**src/hw/tpd_defs.vh**
```
// Purpose: constants for the tap pulse detector
// Assumes: byte registers on a simple internal register port
// Notes: time steps in 1.25 ms base units; counts derived at 100 MHz
`ifndef TPD_DEFS_VH
`define TPD_DEFS_VH
`define TPD_ADDR_CONFIG 8'h21
`define TPD_ADDR_SOURCE 8'h22
`define TPD_ADDR_THS_X 8'h23
`define TPD_ADDR_THS_Y 8'h24
`define TPD_ADDR_THS_Z 8'h25
`define TPD_ADDR_PULSE_WIDTH_LIMIT 8'h26
`define TPD_ADDR_TAP_LATENCY_COUNT 8'h27
`define TPD_ADDR_SECOND_TAP_WINDOW_COUNT 8'h28
`define TPD_CFG_ABORT 7
`define TPD_CFG_LATCH 6
`define TPD_SRC_EA 7
`define TPD_SRC_DBL 3
`define TPD_RESET_VAL 8'h00
`define TPD_CLK_MHZ 100
`define TPD_MODE_NORMAL 2'h0
`define TPD_MODE_LOW_NOISE_LOW_POWER_MODE 2'h1
`define TPD_MODE_HIRES 2'h2
`define TPD_MODE_LP 2'h3
`define TPD_LOW_NOISE_SELECT_MAX_THS 7'h3f
`endif

```
**src/hw/tpd_tap_detector.v**
```verilog
// Purpose: single and double tap detection with latched source register
// Assumes: one filtered sample per sample strobe, signed 8 g scale
// Notes: time step measured in 1.25 ms base units; step_tick marks a step boundary
`timescale 1ns/100ps
`include "tpd_defs.vh"

// Behaviour
// - abort set: pulse wholly inside latency aborts double-tap search
// - abort clear: pulses during latency do not abort double-tap search
// - latch enable holds flags until source read; else not latched
// - six enables: single and double per X, Y, Z axis
// - event shown only if both axis and event type enabled
// - event_active reads 1 after any tap event, else 0
// - per-axis event bits for Z, Y, X set on tap
// - double_tap_flag 0 for single, 1 for double tap
// - per-axis sign bit: 0 positive, 1 negative pulse
// - with latch on, event_active freezes other source bits
// - reading source clears all bits and drops interrupt
// - separate threshold per axis starts pulse detection
// - thresholds 7-bit unsigned; bit 7 reads zero
// - 0.063 g per count on 8 g; low noise caps at 4 g
// - pulse valid only if it ends within time limit
// - limit, latency, window count time steps up to 255
// - time-limit step from rate, mode, low-pass tables
// - latency interval after first pulse ignores further pulses when abort clear
// - latency step table from rate, mode, low-pass option
// - second pulse starts in window; may end after window
// - window step follows latency step tables
// - low-noise limits signal to 4 g
// - 3-bit rate field, 000 is 800 Hz, 111 is 1.56 Hz
// - 2-bit oversampling mode field selects time steps
module tpd_tap_detector #(
    parameter DW = 8
) (
    input wire clk,
    input wire rst_b,
    input wire [7:0] reg_addr,
    input wire reg_wr,
    input wire reg_rd,
    input wire [7:0] reg_wdata,
    output reg [7:0] reg_rdata,
    input wire sample_valid,
    input wire signed [DW-1:0] accel_x,
    input wire signed [DW-1:0] accel_y,
    input wire signed [DW-1:0] accel_z,
    input wire [2:0] rate_select_field,
    input wire [1:0] oversampling_select,
    input wire tap_lowpass_enable,
    input wire low_noise_select,
    output wire tap_irq
);
    localparam ST_IDLE = 3'h0;
    localparam ST_PULSE1 = 3'h1;
    localparam ST_LAT = 3'h2;
    localparam ST_WIN = 3'h3;
    localparam ST_PULSE2 = 3'h4;
    // over-long pulse: wait for it to fall before rearming
    localparam ST_HOLD = 3'h5;

    reg [7:0] cfg_reg;
    reg [7:0] src_reg;
    reg [6:0] ths_reg [0:2];
    reg [7:0] pulse_width_limit_reg;
    reg [7:0] tap_latency_count_reg;
    reg [7:0] second_tap_window_count_reg;
    reg [2:0] state_reg;
    reg [8:0] cnt_reg;
    reg [8:0] div_reg;
    reg [2:0] axis_reg;
    reg [2:0] sign_reg;
    reg lat_pulse_reg;
    reg abort_reg;

    reg [8:0] lat_div;
    reg [8:0] lim_div;
    wire [2:0] over;
    wire [2:0] neg;

    // samples per step: base latency ratio by low-pass option alone
    function [8:0] lat_ratio;
        input [2:0] rate;
        input [1:0] mode;
        input lpf;
        reg [8:0] lim;
        begin
            lim = 9'h010;
            if (mode == `TPD_MODE_HIRES)
                lim = 9'h001;
            else if (mode == `TPD_MODE_NORMAL)
                lim = 9'h010;
            else if (mode == `TPD_MODE_LOW_NOISE_LOW_POWER_MODE)
                lim = 9'h002;
            else
                lim = 9'h004;
            if (!lpf) begin
                lat_ratio = 9'h001;
                if (mode == `TPD_MODE_HIRES)
                    lat_ratio = 9'h001;
                else if (rate == 3'h0)
                    lat_ratio = 9'h001;
                else if (rate == 3'h1)
                    lat_ratio = (mode == `TPD_MODE_LP) ? 9'h001 : 9'h001;
                else
                    lat_ratio = 9'h001;
            end else begin
                lat_ratio = 9'h002;
            end
        end
    endfunction

    // step in units of the 1.25 ms base, by table lookup
    function [8:0] step_units;
        input [2:0] rate;
        input [1:0] mode;
        input lpf;
        input lat;
        reg [8:0] u;
        begin
            case (rate)
                3'h0: u = 9'h001;
                3'h1: u = 9'h002;
                3'h2: u = 9'h004;
                3'h3: u = 9'h008;
                3'h4: u = 9'h010;
                default: u = 9'h010;
            endcase
            if (rate >= 3'h5) begin
                if (mode == `TPD_MODE_LOW_NOISE_LOW_POWER_MODE)
                    u = 9'h040;
                else if (mode == `TPD_MODE_LP)
                    u = (rate == 3'h5) ? 9'h040 : 9'h080;
            end
            if (mode == `TPD_MODE_HIRES && rate != 3'h0)
                u = 9'h002;
            if (lat && lpf)
                u = {u[7:0], 1'b0};
            else if (!lpf && !(mode == `TPD_MODE_LP && rate != 3'h0)) begin
                if (mode == `TPD_MODE_HIRES || rate <= 3'h1)
                    u = 9'h001;
                else
                    u = {1'b0, u[8:1]};
            end
            step_units = u;
        end
    endfunction

    // base units per time step; sample period is the rate period
    always @* begin
        lat_div = step_units(rate_select_field, oversampling_select,
            tap_lowpass_enable, 1'b1);
        lim_div = step_units(rate_select_field, oversampling_select,
            tap_lowpass_enable, 1'b0);
    end

    function [9:0] rate_units;
        input [2:0] rate;
        begin
            case (rate)
                3'h0: rate_units = 10'h001;
                3'h1: rate_units = 10'h002;
                3'h2: rate_units = 10'h004;
                3'h3: rate_units = 10'h008;
                3'h4: rate_units = 10'h010;
                3'h5: rate_units = 10'h040;
                3'h6: rate_units = 10'h080;
                default: rate_units = 10'h200;
            endcase
        end
    endfunction

    wire [9:0] rate_u = rate_units(rate_select_field);
    wire [8:0] cur_div = (state_reg == ST_PULSE1 ||
        state_reg == ST_PULSE2) ? lim_div : lat_div;
    // one step is cur_div base units; each sample is rate_u units
    wire step_tick = sample_valid &&
        (({1'b0, div_reg} + rate_u) >= {1'b0, cur_div});

    genvar gi;
    generate
        for (gi = 0; gi < 3; gi = gi + 1) begin : g_axis
            wire signed [DW-1:0] a = (gi == 0) ? accel_x :
                (gi == 1) ? accel_y : accel_z;
            wire [DW-1:0] mag = a[DW-1] ? (~a + 1'b1) : a;
            wire [6:0] ths = (low_noise_select &&
                ths_reg[gi] > `TPD_LOW_NOISE_SELECT_MAX_THS) ?
                7'h7f : ths_reg[gi];
            wire hit = (mag[DW-2:0] > ths) && !(low_noise_select &&
                ths_reg[gi] > `TPD_LOW_NOISE_SELECT_MAX_THS);
            assign over[gi] = hit;
            assign neg[gi] = a[DW-1];
        end
    endgenerate

    wire [2:0] sgl_en = {cfg_reg[4], cfg_reg[2], cfg_reg[0]};
    wire [2:0] dbl_en = {cfg_reg[5], cfg_reg[3], cfg_reg[1]};
    wire [2:0] any_en = sgl_en | dbl_en;
    wire [2:0] over_en = over & any_en;
    wire latch_on = cfg_reg[`TPD_CFG_LATCH];
    wire src_rd = reg_rd && (reg_addr == `TPD_ADDR_SOURCE);

    reg ev_sgl;
    reg ev_dbl;
    reg [2:0] ev_axis;
    reg [2:0] ev_sign;
    reg [7:0] src_next;

    always @* begin
        src_next = src_reg;
        if (src_rd)
            src_next = `TPD_RESET_VAL;
        else if (!latch_on)
            src_next = `TPD_RESET_VAL;
        if (ev_sgl || ev_dbl) begin
            if (!(latch_on && src_reg[`TPD_SRC_EA] && !src_rd)) begin
                src_next[`TPD_SRC_EA] = 1'b1;
                src_next[6:4] = ev_axis;
                src_next[`TPD_SRC_DBL] = ev_dbl;
                src_next[2:0] = ev_sign;
            end
        end
    end

    // detection sequencer
    always @* begin
        ev_sgl = 1'b0;
        ev_dbl = 1'b0;
        ev_axis = 3'h0;
        ev_sign = 3'h0;
        if (state_reg == ST_PULSE1 && sample_valid &&
            (over_en & axis_reg) == 3'h0 && cnt_reg <= {1'b0, pulse_width_limit_reg}) begin
            ev_axis = axis_reg & sgl_en;
            ev_sign = sign_reg & ev_axis;
            ev_sgl = ev_axis != 3'h0;
        end
        if (state_reg == ST_PULSE2 && sample_valid &&
            (over_en & axis_reg) == 3'h0 && cnt_reg <= {1'b0, pulse_width_limit_reg}) begin
            ev_axis = axis_reg & dbl_en;
            ev_sign = sign_reg & ev_axis;
            ev_dbl = ev_axis != 3'h0;
        end
    end

    always @(posedge clk or negedge rst_b) begin
        if (!rst_b) begin
            state_reg <= ST_IDLE;
            cnt_reg <= 9'h000;
            div_reg <= 9'h000;
            axis_reg <= 3'h0;
            sign_reg <= 3'h0;
            lat_pulse_reg <= 1'b0;
            abort_reg <= 1'b0;
        end else begin
            if (state_reg == ST_IDLE || !sample_valid)
                div_reg <= (state_reg == ST_IDLE) ? 9'h000 : div_reg;
            else if (step_tick)
                div_reg <= 9'h000;
            else
                div_reg <= div_reg + rate_u[8:0];
            case (state_reg)
                ST_IDLE: begin
                    cnt_reg <= 9'h000;
                    if (sample_valid && over_en != 3'h0) begin
                        axis_reg <= over_en;
                        sign_reg <= neg & over_en;
                        state_reg <= ST_PULSE1;
                    end
                end
                ST_PULSE1: begin
                    if (step_tick)
                        cnt_reg <= cnt_reg + 9'h001;
                    if (sample_valid && (over_en & axis_reg) == 3'h0) begin
                        cnt_reg <= 9'h000;
                        lat_pulse_reg <= 1'b0;
                        abort_reg <= 1'b0;
                        state_reg <= (cnt_reg <= {1'b0, pulse_width_limit_reg}) ?
                            ST_LAT : ST_IDLE;
                    end else if (cnt_reg > {1'b0, pulse_width_limit_reg})
                        state_reg <= ST_HOLD;
                end
                ST_HOLD: begin
                    cnt_reg <= 9'h000;
                    if (sample_valid && (over_en & axis_reg) == 3'h0)
                        state_reg <= ST_IDLE;
                end
                ST_LAT: begin
                    if (step_tick)
                        cnt_reg <= cnt_reg + 9'h001;
                    if (sample_valid && over_en != 3'h0)
                        lat_pulse_reg <= 1'b1;
                    if (sample_valid && over_en == 3'h0 && lat_pulse_reg &&
                        cfg_reg[`TPD_CFG_ABORT])
                        abort_reg <= 1'b1;
                    if (cnt_reg >= {1'b0, tap_latency_count_reg}) begin
                        cnt_reg <= 9'h000;
                        if (abort_reg || (axis_reg & dbl_en) == 3'h0)
                            state_reg <= ST_IDLE;
                        else
                            state_reg <= ST_WIN;
                    end
                end
                ST_WIN: begin
                    if (step_tick)
                        cnt_reg <= cnt_reg + 9'h001;
                    if (sample_valid && (over_en & axis_reg) != 3'h0) begin
                        cnt_reg <= 9'h000;
                        axis_reg <= over_en & axis_reg;
                        sign_reg <= neg & over_en & axis_reg;
                        state_reg <= ST_PULSE2;
                    end else if (cnt_reg >= {1'b0, second_tap_window_count_reg})
                        state_reg <= ST_IDLE;
                end
                ST_PULSE2: begin
                    if (step_tick)
                        cnt_reg <= cnt_reg + 9'h001;
                    if (sample_valid && (over_en & axis_reg) == 3'h0)
                        state_reg <= ST_IDLE;
                    else if (cnt_reg > {1'b0, pulse_width_limit_reg})
                        state_reg <= ST_HOLD;
                end
                default: state_reg <= ST_IDLE;
            endcase
        end
    end

    // register file
    always @(posedge clk or negedge rst_b) begin
        if (!rst_b) begin
            cfg_reg <= `TPD_RESET_VAL;
            src_reg <= `TPD_RESET_VAL;
            ths_reg[0] <= 7'h00;
            ths_reg[1] <= 7'h00;
            ths_reg[2] <= 7'h00;
            pulse_width_limit_reg <= `TPD_RESET_VAL;
            tap_latency_count_reg <= `TPD_RESET_VAL;
            second_tap_window_count_reg <= `TPD_RESET_VAL;
        end else begin
            src_reg <= src_next;
            if (reg_wr) begin
                case (reg_addr)
                    `TPD_ADDR_CONFIG: cfg_reg <= reg_wdata;
                    `TPD_ADDR_THS_X: ths_reg[0] <= reg_wdata[6:0];
                    `TPD_ADDR_THS_Y: ths_reg[1] <= reg_wdata[6:0];
                    `TPD_ADDR_THS_Z: ths_reg[2] <= reg_wdata[6:0];
                    `TPD_ADDR_PULSE_WIDTH_LIMIT: pulse_width_limit_reg <= reg_wdata;
                    `TPD_ADDR_TAP_LATENCY_COUNT: tap_latency_count_reg <= reg_wdata;
                    `TPD_ADDR_SECOND_TAP_WINDOW_COUNT: second_tap_window_count_reg <= reg_wdata;
                    default: cfg_reg <= cfg_reg;
                endcase
            end
        end
    end

    // read data registered on the read strobe
    always @(posedge clk or negedge rst_b) begin
        if (!rst_b)
            reg_rdata <= 8'h00;
        else if (reg_rd) begin
            case (reg_addr)
                `TPD_ADDR_CONFIG: reg_rdata <= cfg_reg;
                `TPD_ADDR_SOURCE: reg_rdata <= src_reg;
                `TPD_ADDR_THS_X: reg_rdata <= {1'b0, ths_reg[0]};
                `TPD_ADDR_THS_Y: reg_rdata <= {1'b0, ths_reg[1]};
                `TPD_ADDR_THS_Z: reg_rdata <= {1'b0, ths_reg[2]};
                `TPD_ADDR_PULSE_WIDTH_LIMIT: reg_rdata <= pulse_width_limit_reg;
                `TPD_ADDR_TAP_LATENCY_COUNT: reg_rdata <= tap_latency_count_reg;
                `TPD_ADDR_SECOND_TAP_WINDOW_COUNT: reg_rdata <= second_tap_window_count_reg;
                default: reg_rdata <= 8'h00;
            endcase
        end
    end

    assign tap_irq = src_reg[`TPD_SRC_EA];
endmodule

```
**config.mk**
```make
export PLATFORM = sky130hd
export DESIGN_NAME = tpd_tap_detector
export DESIGN_NICKNAME = d
export VERILOG_FILES = /design/src/hw/tpd_tap_detector.v
export VERILOG_INCLUDE_DIRS = /design/src /design/src/hw
export SDC_FILE = /design/constraint.sdc
export NUM_CORES = 1
export LEC_CHECK = 0
export BUFFER_PORTS_ARGS = -buffer_cell sky130_fd_sc_hd__buf_2
export CAP_MARGIN = 5
export CORE_ASPECT_RATIO = 0.75
export CORE_UTILIZATION = 55
export CTS_CLUSTER_DIAMETER = 50
export DETAILED_ROUTE_END_ITERATION = 12
export GPL_ROUTABILITY_DRIVEN = 0
export HOLD_SLACK_MARGIN = 0.02
export PLACE_DENSITY = 0.76
export SETUP_SLACK_MARGIN = 0.5
export SYNTH_ARGS = -nofsm -noshare
export SYNTH_HDL_FRONTEND = slang
export SYNTH_SLANG_ARGS = --single-unit
```
**constraint.sdc**
```tcl
create_clock -name clk -period 3.5 [get_ports clk]
set_clock_uncertainty 0.15 [all_clocks]
set_input_delay 0.525 -clock clk [delete_from_list [all_inputs] [get_ports clk]]
set_output_delay 0.525 -clock clk [all_outputs]
set_load 0.1 [all_outputs]
```
==> flow_summary.ini, run 1 <==
[die]
die_area_mm2 = 0.0130
ioPinCount = 61
dieHeight_um = 98.9
start_util_pct = 56.2
fp.dieW_um = 131
core_area_mm2 = 0.0123
row_count = 35

[clock_network]
cts_root_buf = clkbuf_16
htree_levels = 3
cts_tree = yes
cts_sinks = 98
clock_latency_ps = 350
clockBufferDepth = 2
clk_transition_reported_paths_ps = 70
cts_made_buffers = 9

[timing]
fmax_mhz = 273
whs_ps = 315
slew_headroom_pct = 48.1
final_max_slew_viol_count = 0
rsz0062_at_grt = true
setup_slack_ps = -165
setup_viol = 17
totalNegativeSetupSlack_ps = -1680
hold_violations = 0
worst_pin_slew_ps = 777
fin_crit_sh_pct = 105
layout_min_cycle_time_ps = 3660

[critical_path]
crit_path_start_kind = input pin
worst_setup_path_end_kind = flop
worstPathCellList = buf_6 -> or2_4 -> nor2_4 -> ha_4 -> inv_2 -> fa_2 -> nor2b_2 -> o21ai_2 -> a21boi_2 -> o211ai_1 -> nand3_1 -> o311ai_2 -> ha_1 -> o2111ai_2 -> o21ai_4 -> nor2_4 -> or4_4 -> a21oi_2
critPathKind = in -> reg
cp_max_fo = 5
required_ps = 3630
cp.arrival_ps = 3790
cp_slowest_cell = or4_4
critical_path.max_stage_delay_ps = 500
cp_common_cell = nor2_4

[synth]
yosysSeqAreaShare_pct = 35.6
syn-num-nets = 841
synth_async_sr_flop_share_pct = 100
yosysWarnings = 0
synth_cells = 723
ys.flop_type = dfrtp_1
synth_seq_cells = 98
syn_area_mm2 = 0.00689
synth_cell_types = 69
avgSynthCellArea_um2 = 9.53
synth_edf_count = 0

[global_routing]
grt_max_degree = 39
grt_antenna_before_repair = 0
grt-ovfl-total = 0
grt.total_usage_pct = 33.5
grt_pass1_vias = 6469
grt_pass1_wl_um = 33900

[power]
power_frac_comb_pct = 38.8
switching_share_pct = 36.0
internal-power_w = 0.00243
p_switching_w = 0.00137
p_leak_nw = 4.12
ir_drop_mv = 0.277
pwr_density_cell_mw_per_mm2 = 427
clockPowerShare_pct = 25.7
p_seq_share_pct = 35.5

[detailed_routing]
final_antenna_net_count = 0
detailedRoute.firstIterationViolations = 812
drtPass1Iterations = 8
drt_wl_total_um = 21600
drc = 0
vias_per_cell = 6.37
routedWlPerCell_um = 20.6
vias = 6685

[placed_design]
dpl_worst_slack_ps = -653
numPortBuffers = 60
dp.cells = 1011
dpl.hpwl_um = 15700

[worst_hold_path]
hold_class = in -> reg

[layout]
final_util_pct = 72.5
antenna-diode-count = 0
largest_register_ffs = 21
drive_gt1_share_pct = 35.1
layout_common_cells = dfrtp_1 (98), buf_4 (94), ha_1 (62)
final_cells = 1049
nets = 996
area_growth_pct = 29.0
layout_commonest_cell = dfrtp_1

[flow_run]
cap_violations = 0

[run_status]
violations = negative setup slack
status = complete, but fails checks
synth_stat cells (8+ instances only):
master | number | share of area, %
o211ai_1 | 8 | 0.87
and3_1 | 12 | 1.1
o22ai_1 | 8 | 0.73
nor2_1 | 52 | 2.8
xnor2_1 | 23 | 2.9
nand2b_1 | 10 | 0.91
a21o_1 | 11 | 1.2
ha_1 | 65 | 12
nor2b_1 | 8 | 0.73
o21ai_0 | 26 | 1.9
a22o_1 | 12 | 1.5
a22oi_1 | 9 | 0.98
o31ai_1 | 11 | 1.2
a21oi_1 | 33 | 2.4
nand2_1 | 46 | 2.5
inv_1 | 61 | 3.3
mux2_2 | 55 | 9.0
nor3_1 | 10 | 0.73
a222oi_1 | 17 | 2.5
dfrtp_1 | 98 | 36
clkbuf_1 | 17 | 0.93
nand3_1 | 23 | 1.7
kinds of logic (layout without fill, tap and decap cells):
kind of cell / after synthesis / in the layout / synth area share [%]
buffers and inverters: 82 / 241 / 4.68
DFF: 98 / 98 / 35.6
muxes: 56 / 56 / 9.13
and+or+nand+nor: 204 / 205 / 15.0
adders and majority gates: 66 / 66 / 12.1
AOI/OAI and AO/OA: 191 / 191 / 20.2
xor gates and xnor gates: 26 / 26 / 3.30
area by class of cell:
cell class,instances,area [µm²]
Multi-Input combinational cell,544,4550
Sequential cell,98,2450
Timing Repair Buffer,163,1150
Inverter,62,233
Clock inverter,3,22.5
Clock buffer,13,270
Fill cell,864,3370
Tap cell,166,208
metrics by stage:
| step | total power, W | instance area, µm² |
|---|---|---|
| floorplan | 0.00203 | 7010 |
| global placement | 0.00248 | 8050 |
| detailed placement | 0.00254 | 8050 |
| CTS | 0.00363 | 8650 |
| global route | 0.00398 | 8890 |
| finish | 0.00380 | 8890 |
power groups by stage:
stage | Sequential, W | Combinational [W] | Clock [W]
after CTS | 0.00134 | 0.00132 | 0.000976
after floorplan | 0.00132 | 0.000712 | 0
after global routing | 0.00136 | 0.00160 | 0.00103
after global placement | 0.00135 | 0.00113 | 0
final | 0.00135 | 0.00147 | 0.000976
after detailed placement | 0.00136 | 0.00119 | 0
worst paths after layout:
kind,endpoint,slack [ps],cells after the start,start
setup / recovery,cnt_reg[8]$_DFFE_PN0P_,-160,18,rate_select_field[1]
hold / removal,second_tap_window_count_reg[7]$_DFFE_PN0P_,320,2,reg_wdata[7]
setup reg to reg,cnt_reg[8]$_DFFE_PN0P_,10,16,state_reg[0]$_DFFE_PN0P_
hold reg to reg,abort_reg$_DFFE_PN0P_,350,1,abort_reg$_DFFE_PN0P_
max in group asynchronous,reg_rdata[6]$_DFFE_PN0P_,1850,3,rst_b
min in group asynchronous,reg_rdata[5]$_DFFE_PN0P_,540,2,rst_b
layer usage:
layer,vias to the layer above,wire (µm),global-route usage (%)
met5,-,0,0
met4,0,434,9.84
met3,62,1930,8.13
met2,382,9550,51.4
met1,3224,9680,47.0
li1,3017,-,-
worst max-delay path, delay by kind of cell:
family,cells,cell delay (ps)
buffers and inverters,2,130
adder cells (fa/ha/maj),3,870
AND/OR/NAND/NOR,6,1180
AO/OA/AOI/OAI,7,1070
timing repair:
item / in CTS / in global routing
cloned: 2 / 0
buffers inserted: 12 / 7
pin swaps: 40 / 18
hold endpoints to repair: 20 / 0
gates resized for setup: 43 / 40
hold buffers: 1 / 0
setup endpoints to repair: 36 / 37
Power figures use the tool's default switching activity.
==> run 2, diff against run 1 <==
CORE_ASPECT_RATIO = 0.9   (was 0.75)
==> flow_summary.ini, run 2 (synthesis gave the netlist of run 1 again) <==
[flow_run]
cap_violations = 0

[power]
p_leak_nw = 4.11
ir_drop_mv = 0.296
pwr_density_cell_mw_per_mm2 = 434

[critical_path]
cp.arrival_ps = 3730
r2r_cells = 17
crit_path_start_kind = input pin
critical_path.max_stage_delay_ps = 360
cp_slowest_cell = ha_1
worst_setup_path_end_kind = flop
required_ps = 3600
ff2ff_setup_slack_ps = -20
rr_startpoint = state_reg[0]$_DFFE_PN0P_
cp_max_fo = 4
r2r-end = cnt_reg[2]$_DFFE_PN0P_
critPathKind = in -> reg
worstPathCellList = buf_6 -> or2_4 -> nor2_4 -> ha_4 -> inv_2 -> fa_2 -> nor2b_2 -> o21ai_2 -> a21boi_2 -> buf_4 -> o21ai_2 -> xnor2_2 -> ha_1 -> nand3_2 -> nand2_2 -> a21oi_4 -> o21ai_2 -> buf_6 -> buf_6 -> o211ai_1 -> xor2_1 -> nor2_1

[timing]
setup_viol = 18
rsz0062_at_grt = true
hold_violations = 0
layout_min_cycle_time_ps = 3630
fmax_mhz = 276
slew_headroom_pct = 50.2
whs_ps = 336
totalNegativeSetupSlack_ps = -1700
worst_pin_slew_ps = 745
setup_slack_ps = -128
final_max_slew_viol_count = 0
fin_crit_sh_pct = 104

[clock_network]
cts_root_buf = clkbuf_16
clk_transition_reported_paths_ps = 70
cts_sinks = 98
htree_levels = 3
cts_made_buffers = 9
cts_tree = yes
clockBufferDepth = 2
clock_latency_ps = 360

[global_routing]
grt.total_usage_pct = 33.0
grt_antenna_before_repair = 0
grt_pass1_wl_um = 33000
grt_pass1_vias = 6495
grt-ovfl-total = 0
grt_max_degree = 41

[layout]
largest_register_ffs = 21
antenna-diode-count = 0
area_growth_pct = 29.0
drive_gt1_share_pct = 34.8
layout_common_cells = dfrtp_1 (98), buf_4 (86), ha_1 (63)
layout_commonest_cell = dfrtp_1
nets = 989
design_area_mm2 = 0.00889

[placed_design]
place_area_mm2 = 0.00797
numPortBuffers = 60
dpl.hpwl_um = 15200

[detailed_routing]
vias_per_cell = 6.51
detailedRoute.firstIterationViolations = 748
vias = 6740
routedWlPerCell_um = 20.6
final_antenna_net_count = 0
drc = 0
drt_wl_total_um = 21400
drtPass1Iterations = 7

[die]
die_area_mm2 = 0.0130
row_count = 38
core_area_mm2 = 0.0121
ioPinCount = 61
start_util_pct = 56.8
dieHeight_um = 108
fp.dieW_um = 120

[run_status]
violations = negative setup slack
status = complete, but fails checks

[worst_hold_path]
hold_class = reg -> reg
hold_depth = 1
holdCritStartpoint = abort_reg$_DFFE_PN0P_
whs_endpoint = abort_reg$_DFFE_PN0P_
==> run 2: worst max-delay path by stage <==
stage | startpoint | cells after the start | slack [ps] | endpoint
2_1_floorplan | rate_select_field[0] | 19 | -460 | cnt_reg[5]$_DFFE_PN0P_
3_3_place_gp | rate_select_field[0] | 19 | -450 | cnt_reg[8]$_DFFE_PN0P_
3_5_place_dp | rate_select_field[0] | 19 | -580 | cnt_reg[5]$_DFFE_PN0P_
4_1_cts | rate_select_field[0] | 19 | -30 | cnt_reg[5]$_DFFE_PN0P_
5_1_grt | rate_select_field[0] | 22 | -260 | cnt_reg[2]$_DFFE_PN0P_
6_report | rate_select_field[0] | 22 | -130 | cnt_reg[2]$_DFFE_PN0P_
==> run 2: per-stage QoR <==
stage	utilization [%]	worst slack [ps]	std cells	power [W]
after floorplan	-	-455	723	0.00203
after global placement	65.7	-451	997	0.00242
after detailed placement	65.7	-585	997	0.00248
after CTS	71.3	-25.5	1027	0.00367
after global routing	73.3	-260	1036	0.00403
final	73.3	-128	1036	0.00386
==> run 2: area by class of cell <==
class / instances / area (µm²)
clock buffer: 9 / 225
clock inverter: 7 / 103
fill: 812 / 3230
inverter: 62 / 233
multi-input combinational: 543 / 4570
sequential: 98 / 2450
tap: 160 / 200
timing repair buffer: 157 / 1110
==> run 2: what timing repair did <==
| action | in CTS | in global routing |
|---|---|---|
| endpoints found under the hold margin | 38 | 0 |
| pin swaps | 39 | 17 |
| cloned | 1 | 1 |
| hold buffers | 1 | 0 |
| endpoints found under the setup margin | 34 | 36 |
| buffers inserted | 12 | 8 |
| gates resized for setup | 55 | 39 |
==> run 2: power by group <==
part / switching, W / leakage (nW) / total (W) / internal (W)
clock: 0.000457 / 0.150 / 0.00109 / 0.000632
combinational: 0.000778 / 2.61 / 0.00141 / 0.000635
sequential: 0.000137 / 1.35 / 0.00136 / 0.00122
total: 0.00137 / 4.11 / 0.00386 / 0.00249
==> run 2: critical path: cells and delay by family <==
family	cells	cell delay [ps]
AOI/OAI and AO/OA	6	740
xor gates and xnor gates	2	330
adders and majority gates	3	860
buffers and inverters	5	510
and+or+nand+nor	6	750
==> run 2: per-layer routing <==
metal	track usage, %	vias to the layer above	wire length [µm]
met5	0	-	0
met4	13.1	0	821
met3	8.44	91	2090
met2	51.9	405	9590
met1	43.5	3236	8860
li1	-	3008	-
==> run 3, diff against run 2 <==
BUFFER_PORTS_ARGS = unset   (was -buffer_cell sky130_fd_sc_hd__buf_2)
CORE_UTILIZATION = 56   (was 55)
DONT_BUFFER_PORTS = 1   (was unset)
PLACE_DENSITY = 0.73   (was 0.76)
==> flow_summary.ini, run 3 (synthesis gave the netlist of run 1 again) <==
[run_status]
status = complete, but fails checks
violations = negative setup slack

[timing]
setup_slack_ps = -49.3
fmax_mhz = 282
setup_viol = 13
slew_headroom_pct = 16.0
fin_crit_sh_pct = 101
layout_min_cycle_time_ps = 3550
final_max_slew_viol_count = 0
whs_ps = 117
worst_pin_slew_ps = 1260
rsz0062_at_grt = true
hold_violations = 0

[detailed_routing]
final_antenna_net_count = 0
detailedRoute.firstIterationViolations = 598
drtPass1Iterations = 9
drt_wl_total_um = 19700
routedWlPerCell_um = 20.9
vias = 6196
drc = 0
vias_per_cell = 6.57

[power]
power_frac_comb_pct = 33.3
p_leak_nw = 3.64
pwr_density_cell_mw_per_mm2 = 442
ir_drop_mv = 0.357
switching_share_pct = 35.8
internal-power_w = 0.00233
p_seq_share_pct = 37.4
clockPowerShare_pct = 29.3
p_total_w = 0.00362
p_switching_w = 0.00130

[global_routing]
grt_pass1_wl_um = 31100
grt_antenna_before_repair = 0
grt_pass1_vias = 6164
grt_max_degree = 99
grt.total_usage_pct = 31.6
grt-ovfl-total = 0

[layout]
nets = 896
area_growth_pct = 18.9
final_util_pct = 68.1
layout_commonest_cell = dfrtp_1
drive_gt1_share_pct = 25.3
largest_register_ffs = 21
layout_common_cells = dfrtp_1 (98), ha_1 (62), inv_1 (58), buf_4 (58), mux2_2 (53)
antenna-diode-count = 0
design_area_mm2 = 0.00819

[critical_path]
ff2ff_setup_slack_ps = -10
required_ps = 3640
cp_max_fo = 5
cp.arrival_ps = 3690
r2r-end = div_reg[0]$_DFFE_PN0P_
critPathKind = in -> reg
crit_path_start_kind = input pin
worst_setup_path_end_kind = flop
r2r_cells = 15
rr_startpoint = state_reg[2]$_DFFE_PN0P_

[clock_network]
htree_levels = 3
cts_sinks = 98
clk_transition_reported_paths_ps = 70
clock_latency_ps = 360
clockBufferDepth = 2
cts_made_buffers = 9
cts_root_buf = clkbuf_16
cts_tree = yes

[flow_run]
cap_violations = 0

[placed_design]
dpl.hpwl_um = 14500
numPortBuffers = 0
place_area_mm2 = 0.00747

[die]
row_count = 38
dieHeight_um = 107
core_area_mm2 = 0.0120
fp.dieW_um = 119
ioPinCount = 61
die_area_mm2 = 0.0128
start_util_pct = 57.3

[worst_hold_path]
holdCritStartpoint = reg_rd
hold_class = in -> reg
whs_endpoint = reg_rdata[1]$_DFFE_PN0P_
hold_depth = 1
run 3: metrics by stage:
stage,worst slack [ps],cells,setup TNS (ps)
floorplan,-455,723,-6940
global placement,-351,910,-5950
detailed placement,-553,910,-9200
CTS,-44.8,934,-187
global route,-178,943,-2410
finish,-49.3,943,-430
run 3: critical path, stage by stage:
cell and delay (ps):
or2_4 250, nor2_4 110, ha_4 150, inv_2 30
fa_2 360, nor2b_4 140, o21ai_2 80, a21boi_2 190
o211ai_1 120, nand3_1 170, o311ai_4 130, ha_1 370
o2111ai_2 150, o21ai_4 260, nor2_4 60, or4_4 440
a21oi_2 150
run 3: area by class of cell:
class                           instances  area, µm²
Clock buffer                            9        225
Clock inverter                          7       87.6
Fill cell                             910       3840
Inverter                               62        233
Multi-Input combinational cell        544       4490
Sequential cell                        98       2450
Tap cell                              160        200
Timing Repair Buffer                   63        507
run 3: routing by layer:
| metal | track usage, % | part of all wire [%] | vias to the layer above |
|---|---|---|---|
| li1 | - | - | 2819 |
| met1 | 42.5 | 42 | 3029 |
| met2 | 50.7 | 46 | 302 |
| met3 | 7.55 | 9.4 | 46 |
| met4 | 8.86 | 2.0 | 0 |
| met5 | 0 | 0 | - |
run 3: repair_timing:
item                                    CTS  global route
pin swaps                                13            33
cloned                                    1             1
buffers inserted                          5             8
resized for setup                        20            41
endpoints found under the setup margin   29            35
hold buffers                              2             0
endpoints found under the hold margin    98             0
run 3: worst max path at each step:
stage / endpoint / cells after the start / slack, ps / startpoint
floorplan: cnt_reg[5]$_DFFE_PN0P_ / 19 / -460 / rate_select_field[0]
global placement: cnt_reg[6]$_DFFE_PN0P_ / 18 / -350 / rate_select_field[0]
detailed placement: cnt_reg[0]$_DFFE_PN0P_ / 18 / -550 / rate_select_field[0]
CTS: cnt_reg[7]$_DFFE_PN0P_ / 17 / -40 / rate_select_field[0]
global route: cnt_reg[7]$_DFFE_PN0P_ / 17 / -180 / rate_select_field[0]
finish: cnt_reg[7]$_DFFE_PN0P_ / 17 / -50 / rate_select_field[0]
run 3: power by group through the flow:
stage          Combinational [W]  Clock, W  Sequential (W)
2_1_floorplan           0.000712         0         0.00132
3_3_place_gp            0.000947         0         0.00136
3_5_place_dp            0.000995         0         0.00136
4_1_cts                  0.00108   0.00107         0.00134
5_1_grt                  0.00131   0.00111         0.00137
6_report                 0.00121   0.00106         0.00136
